--- src/flag_host_pkg.sv ---
// Constants for the semaphore flag port controller
package flag_host_pkg;
  localparam int FLAG_COUNT      = 8;
  localparam int INDEX_W         = 3;
  localparam int ADDR_W          = 12;
  localparam int DATA_W          = 16;
  localparam int CLK_PERIOD_NS   = 5;
  // Minimum phase time on the pins (setup, strobe, recovery), in ns
  localparam int PHASE_NS        = 40;
  localparam int PHASE_CYC_RAW   = (PHASE_NS + CLK_PERIOD_NS - 1) / CLK_PERIOD_NS;
  localparam int PHASE_CYC       = (PHASE_CYC_RAW < 1) ? 1 : PHASE_CYC_RAW;
  localparam int CNT_W           = 8;
  localparam logic [CNT_W-1:0] PHASE_LAST = CNT_W'(PHASE_CYC - 1);
  localparam logic [1:0] CMD_TAKE    = 2'h0;
  localparam logic [1:0] CMD_RELEASE = 2'h1;
  localparam logic [1:0] CMD_PEEK    = 2'h2;
  localparam logic [1:0] CMD_INIT    = 2'h3;
endpackage

--- src/flag_port_host.sv ---
// Host controller driving one port's semaphore flag space
`timescale 1ns/100ps
// ----------------------------------------------------------------------------
// Summary of operation
// - Select flag space, then strobe for writes; on reads OE falls in the same cycle as the flag select
// - Drop a strobe between polling reads
// - Take by write zero, then read back
// - After failure poll or withdraw request
// - Software writes one to all flags; CMD_INIT writes one to flags cmdIndex through the last
// ----------------------------------------------------------------------------
module flag_port_host
  import flag_host_pkg::*;
(
  // Clock and reset
  input  wire logic              clk,
  input  wire logic              rst_b,
  // Command side
  input  wire logic              cmdValid,
  input  wire logic [1:0]        cmdOp,
  input  wire logic [INDEX_W-1:0] cmdIndex,
  input  wire logic              withdrawOnFail,
  output logic                   cmdReady,
  output logic                   doneValid,
  output logic                   doneOwned,
  // Device port pins
  output logic                   chipSelect_n,
  output logic                   flag_space_select_n,
  output logic                   readWrite,
  output logic                   outEnable_n,
  output logic [ADDR_W-1:0]      addr,
  input  wire logic [DATA_W-1:0] dataIn,
  output logic [DATA_W-1:0]      dataOut,
  output logic                   dataOutEn
);

  typedef enum logic [3:0] {IDLE, WR_SET, WR_STB, WR_REC, RD_SET, RD_STB, RD_REC, DONE} state_t;

  state_t             state, next_state;
  logic [CNT_W-1:0]   cnt, next_cnt;
  logic [1:0]         op, next_op;
  logic [INDEX_W-1:0] idx, next_idx;
  logic               wbit, next_wbit;
  logic               wdraw, next_wdraw;
  logic               owned, next_owned;
  logic               retry, next_retry;
  logic               cmdReady_q, next_cmdReady;
  logic               doneValid_q, next_doneValid;
  logic               semN, next_semN, rw, next_rw, oeN, next_oeN, den, next_den;
  logic [ADDR_W-1:0]  addrQ, next_addrQ;
  logic [DATA_W-1:0]  dq, next_dq;
  logic               phaseEnd;

  assign phaseEnd = (cnt == PHASE_LAST);

  // ----------------------------------------------------------------------------
  // Access sequencer
  // ----------------------------------------------------------------------------
  always_comb begin
    next_state     = state;
    next_cnt       = phaseEnd ? '0 : cnt + CNT_W'(1);
    next_op        = op;
    next_idx       = idx;
    next_wbit      = wbit;
    next_wdraw     = wdraw;
    next_owned     = owned;
    next_retry     = retry;
    next_cmdReady  = 1'b0;
    next_doneValid = 1'b0;
    next_semN      = semN;
    next_rw        = rw;
    next_oeN       = oeN;
    next_den       = den;
    next_addrQ     = addrQ;
    next_dq        = dq;
    case (state)
      IDLE: begin
        next_cnt      = '0;
        next_cmdReady = 1'b1;
        next_semN     = 1'b1;
        next_oeN      = 1'b1;
        next_rw       = 1'b1;
        next_den      = 1'b0;
        if (cmdValid && cmdReady_q) begin
          next_cmdReady = 1'b0;
          next_op       = cmdOp;
          next_idx      = cmdIndex;
          next_wdraw    = withdrawOnFail;
          next_retry    = 1'b0;
          next_wbit     = (cmdOp == CMD_TAKE) ? 1'b0 : 1'b1;
          next_addrQ    = {{(ADDR_W-INDEX_W){1'b0}}, cmdIndex};
          next_state    = (cmdOp == CMD_PEEK) ? RD_SET : WR_SET;
        end
      end
      WR_SET: begin
        next_semN = 1'b0;
        next_rw   = 1'b1;
        next_den  = 1'b1;
        next_dq   = {DATA_W{wbit}};
        if (phaseEnd) next_state = WR_STB;
      end
      WR_STB: begin
        next_rw = 1'b0;
        if (phaseEnd) next_state = WR_REC;
      end
      WR_REC: begin
        next_rw   = 1'b1;
        next_semN = 1'b1;
        if (phaseEnd) begin
          next_den = 1'b0;
          if (op == CMD_TAKE) next_state = RD_SET;
          else if (op == CMD_INIT && idx != INDEX_W'(FLAG_COUNT - 1)) begin
            next_idx   = idx + INDEX_W'(1);
            next_addrQ = {{(ADDR_W-INDEX_W){1'b0}}, idx + INDEX_W'(1)};
            next_state = WR_SET;
          end else begin
            next_owned = 1'b0;
            next_state = DONE;
          end
        end
      end
      RD_SET: begin
        next_semN = 1'b0;
        next_rw   = 1'b1;
        next_oeN  = 1'b0;
        if (phaseEnd) next_state = RD_STB;
      end
      RD_STB: begin
        if (phaseEnd) begin
          next_owned = ~dataIn[0];
          next_oeN   = 1'b1;
          next_semN  = 1'b1;
          next_state = RD_REC;
        end
      end
      RD_REC: begin
        if (phaseEnd) begin
          if (op == CMD_TAKE && !owned && !wdraw) next_state = RD_SET;
          else if (op == CMD_TAKE && !owned && !retry) begin
            next_retry = 1'b1;
            next_wbit  = 1'b1;
            next_op    = CMD_RELEASE;
            next_state = WR_SET;
          end else next_state = DONE;
        end
      end
      DONE: begin
        next_doneValid = 1'b1;
        next_state     = IDLE;
      end
      default: next_state = IDLE;
    endcase
  end

  always_ff @(posedge clk) begin
    if (!rst_b) begin
      state <= IDLE; cnt <= '0; op <= CMD_PEEK; idx <= '0; wbit <= 1'b1;
      wdraw <= 1'b0; owned <= 1'b0; retry <= 1'b0; cmdReady_q <= 1'b0;
      doneValid_q <= 1'b0; semN <= 1'b1; rw <= 1'b1; oeN <= 1'b1; den <= 1'b0;
      addrQ <= '0; dq <= '0;
    end else begin
      state <= next_state; cnt <= next_cnt; op <= next_op; idx <= next_idx;
      wbit <= next_wbit; wdraw <= next_wdraw; owned <= next_owned; retry <= next_retry;
      cmdReady_q <= next_cmdReady; doneValid_q <= next_doneValid;
      semN <= next_semN; rw <= next_rw; oeN <= next_oeN; den <= next_den;
      addrQ <= next_addrQ; dq <= next_dq;
    end
  end

  assign chipSelect_n        = 1'b1;
  assign flag_space_select_n = semN;
  assign readWrite           = rw;
  assign outEnable_n         = oeN;
  assign addr                = addrQ;
  assign dataOut             = dq;
  assign dataOutEn           = den;
  assign cmdReady            = cmdReady_q;
  assign doneValid           = doneValid_q;
  assign doneOwned           = owned;

  // ----------------------------------------------------------------------------
  // Assertions
  // ----------------------------------------------------------------------------
  property p_selfree;
    @(posedge clk) disable iff (!rst_b) state == IDLE |=> semN && oeN;
  endproperty
  a_selfree: assert property (p_selfree) else $error("flag select active while idle");

  property p_ramoff;
    @(posedge clk) disable iff (!rst_b) !semN |-> chipSelect_n && (rw || (den && oeN));
  endproperty
  a_ramoff: assert property (p_ramoff) else $error("ram select during flag access");

  property p_highaddr;
    @(posedge clk) disable iff (!rst_b) addrQ[ADDR_W-1:INDEX_W] == '0;
  endproperty
  a_highaddr: assert property (p_highaddr) else $error("upper address not zero");

  property p_repl;
    @(posedge clk) disable iff (!rst_b) den |-> (dq == {DATA_W{dq[0]}});
  endproperty
  a_repl: assert property (p_repl) else $error("write data not uniform");

  property p_noboth;
    @(posedge clk) disable iff (!rst_b) !(den && !oeN);
  endproperty
  a_noboth: assert property (p_noboth) else $error("drive during read");

  property p_wrfirst;
    @(posedge clk) disable iff (!rst_b)
      (state == IDLE && cmdValid && cmdReady_q && cmdOp == CMD_TAKE) |=> state == WR_SET;
  endproperty
  a_wrfirst: assert property (p_wrfirst) else $error("take did not write first");

  property p_gap;
    @(posedge clk) disable iff (!rst_b) $rose(state == RD_REC) |-> oeN && semN;
  endproperty
  a_gap: assert property (p_gap) else $error("strobes not dropped between reads");

  property p_take0;
    @(posedge clk) disable iff (!rst_b) (!rw && op == CMD_TAKE) |-> den && !semN && !dq[0];
  endproperty
  a_take0: assert property (p_take0) else $error("take wrote nonzero");

  c_take:  cover property (@(posedge clk) doneValid_q && owned);
  c_fail:  cover property (@(posedge clk) state == RD_REC && !owned && op == CMD_TAKE);
  c_init:  cover property (@(posedge clk) state == WR_REC && op == CMD_INIT && idx == 3'h7);
endmodule

--- config.mk ---
export PLATFORM = sky130hd
export DESIGN_NAME = flag_port_host
export DESIGN_NICKNAME = d
export VERILOG_FILES = /design/src/flag_host_pkg.sv /design/src/flag_port_host.sv
export SDC_FILE = /design/constraint.sdc
export NUM_CORES = 1
export LEC_CHECK = 0
export BUFFER_PORTS_ARGS = -buffer_cell sky130_fd_sc_hd__buf_2
export CELL_PAD_IN_SITES_DETAIL_PLACEMENT = 2
export CELL_PAD_IN_SITES_GLOBAL_PLACEMENT = 2
export CORE_UTILIZATION = 27
export CTS_CLUSTER_DIAMETER = 120
export DETAILED_ROUTE_END_ITERATION = 12
export PLACE_DENSITY = 0.8
export SYNTH_ARGS = -nofsm -noshare
export SYNTH_HDL_FRONTEND = slang
export SYNTH_SLANG_ARGS = --single-unit
--- constraint.sdc ---
create_clock -name clk -period 2.33 [get_ports clk]
set_input_delay 0.1165 -clock clk [delete_from_list [all_inputs] [get_ports clk]]
set_output_delay 0.1165 -clock clk [all_outputs]
set_load 0.02 [all_outputs]
==> results.yml <==
finish:
  n_antenna_cell: 0
  nets: 233
  final_common_cell: "buf_2"
  final_layout_size_suffix_gt1_share_pct: 23.0
  area_growth_pct: 8.63
  fillers: 677
  final_cell_mix: "35 x buf_2, 27 x dfxtp_1, 16 x nor2_1, 16 x nand2_1, 10 x conb_1"
clock_network:
  ctsResizeCount: 0
  clk_path_buf_depth: 2
  cts_setup_buffers: 0
  clock-root-buffer: "clkbuf_8"
  cts_tree: "done"
  clock_latency_ns: 0.28
  clock-sinks: 27
  cts.clk_slew.worst_paths_ns: 0.10
  cts.htree.levels: 1
  cts_buffers: 3
  hold_buffers: 0
die:
  row_count: 27
  core_area_mm2: 0.00554
  dieArea_mm2: 0.00611
  pin_count: 61
  die_y_um: 78.1
  die_w_um: 78.1
  initial_core_util_pct: 28.3
pwr:
  peakVddDrop_uv: 309
  p_comb_share_pct: 43.6
  power.internal_w: 0.000917
  leakage_nw: 0.716
  switchingPower_w: 0.000753
  sequentialPowerShare_pct: 39.7
  power.density_mw_per_mm2: 982
  sw_frac_of_total_pct: 45.1
  clkPwrFrac_pct: 16.7
worst_hold_path:
  hold_path_startpoint: "withdrawOnFail"
  hold_path_depth: 3
  hold_end: "wdraw"
  hold_path.class: "in2reg"
timing:
  setup_ws_ns: 0.453
  max_freq_ghz: 0.533
  fin_setup_tns_ns: 0
  finalClockSkew_ns: 0.00773
  finalSetupViolations: 0
  finalCriticalPeriod_ns: 1.88
  rsz0062_at_grt: "false"
  period_share_pct: 80.5
  slew_violations: 0
  hold_viol_final: 0
  tightest_slew_ns: 0.769
  fin_hold_ws_ns: 0.0685
  max-slew-margin-rel_pct: 48.0
synthesis:
  yosysWarnings: 0
  synth.cell_area_mm2: 0.00157
  synth_edf_count: 0
  ys_types: 50
  ys_seq_area_share_pct: 34.5
  synth_top_flop_cell: "dfxtp_1"
  synthCells: 189
  synth.ff_latch_count: 27
  syn_area_per_cell_um2: 8.28
  synthArstFlopShare_pct: 0
worst_setup_path:
  r2r_end: "addr[1]"
  r2r_slack_ns: 0.45
  slowest_delay_ns: 0.47
  cp_max_fo: 6
  crit_top_cell: "ha_1"
  endpoint_kind: "flip-flop"
  r2r-start: "addr[0]"
  path_class: "reg2reg"
  cp_num_buf_inv: 0
  startpoint_type: "flip-flop"
  worst_ep_arrival_time_ns: 2.06
  crit_chain: "ha_1 -> ha_1 -> nand3b_1 -> nor4b_4 -> o21ai_0 -> o311a_1"
  critPathTopFamily: "simple AND/OR/NAND/NOR gates"
  worst_r2r_path_depth: 6
  crit_required_ns: 2.51
  slowest_stage: "nor4b_4"
place:
  io_buffers: 35
  dp_slack_ns: 0.483
  dp_hpwl_mm: 3.14
  gp_congestion: 0.782
routing:
  routed-via-count: 1387
  drt-initial-drc-count: 59
  dr.pass1.iters: 4
  final_antenna_net_count: 0
  viasPerCell: 5.03
  routed_wire_length_per_instance_um: 15.2
  routed_wirelength_mm: 4.19
  post-route-drc-count: 0
grt:
  grt_pass1_vias: 1403
  grt_max_degree: 19
  grt_pass1_wl_mm: 7.10
  grt-ovfl-total: 0
  grt_antenna_before_repair: 0
  grt_usage_pct: 14.6
run_status:
  status: "finished clean"
job:
  cap_violations: 0
==> worst max path at each step <==
stage,startpoint,endpoint,slack [ns],cells after the start
after global placement,addr[0],addr[2],0.54,6
after floorplan,addr[0],addr[1],0.63,6
after CTS,addr[0],addr[1],0.45,6
after detailed placement,addr[0],addr[1],0.48,6
after global routing,cnt[0],wbit,0.33,5
final,addr[0],addr[1],0.45,6
==> synth_stat cells, drive strengths merged, types with 2 or more instances <==
cell     n  area (um2)
or2      2        15.0
o21ai    4        20.0
and3     3        18.8
conb     2        7.51
clkbuf   8        30.0
or4      2        18.8
o31ai    3        22.5
buf     26         191
or3      3        18.8
nor4b    3        41.3
nand3b   2        15.0
a31oi    2        12.5
o311a    2        20.0
nor4     4        25.0
o22ai    4        25.0
a21oi    6        30.0
ha       3        37.5
a211oi   4        30.0
nor2    16        60.1
nor3     7        35.0
inv      3        11.3
dfxtp   27         541
xor2     5        43.8
mux2i    3        30.0
nand2   16        60.1
nand3    9        45.0
==> tightest hold or removal path, delay by kind of cell <==
family,cells,cell delay [ns]
buffers and inverters,1,0.09
and+or+nand+nor,1,0.05
AOI/OAI and AO/OA,1,0.05
==> state kept, by name, indices dropped and copies added, names as in the netlist <==
register,flops
op,2
wdraw,1
doneValid,1
cnt,8
dataOut,1
readWrite,1
flag_space_select_n,1
addr,3
dataOutEn,1
state,3
wbit,1
cmdReady,1
doneOwned,1
outEnable_n,1
retry,1
==> cells by family after synthesis <==
| family | share of synthesized area (%) |
|---|---|
| buf+inv | 15.1 |
| xor+xnor | 3.36 |
| flops | 34.5 |
| simple gates | 25.9 |
| other cells | 0.480 |
| mux | 1.92 |
| fa+ha+maj | 2.40 |
| compound gates | 16.3 |
==> metal layers <==
metal | vias to the layer above | global-route usage [%] | wire length [um]
li1 | 679 | - | -
met1 | 666 | 18.8 | 2000
met2 | 40 | 24.7 | 1990
met3 | 2 | 3.02 | 167
met4 | 0 | 3.33 | 31
met5 | - | 0 | 0
==> power by group through the flow <==
stage	logic [W]	clock network, W	registers [W]
floorplan	0.000596	0	0.000691
global placement	0.000707	0	0.000665
detailed placement	0.000729	0	0.000672
CTS	0.000736	0.000293	0.000663
global route	0.000800	0.000310	0.000682
finish	0.000727	0.000280	0.000663
==> metrics by stage <==
step                power, W  instance area (um2)  instances  utilization, %
floorplan            0.00129                 1600        197               -
global placement     0.00137                 1650        272            29.9
detailed placement   0.00140                 1650        272            29.9
CTS                  0.00169                 1700        276            30.7
global route         0.00179                 1700        276            30.7
finish               0.00167                 1700        276            30.7
==> final cells by class <==
class	instances	area [um2]	area share, %
clock buffers	3	41.3	2.43
inverters	4	15.0	0.883
flip-flops and latches	27	541	31.8
repair buffers	37	190	11.2
well taps	72	90.1	5.30
multi-input cells	132	818	48.1
clock inverters	1	5.00	0.294
No activity file was read; power rests on OpenSTA's default activity.
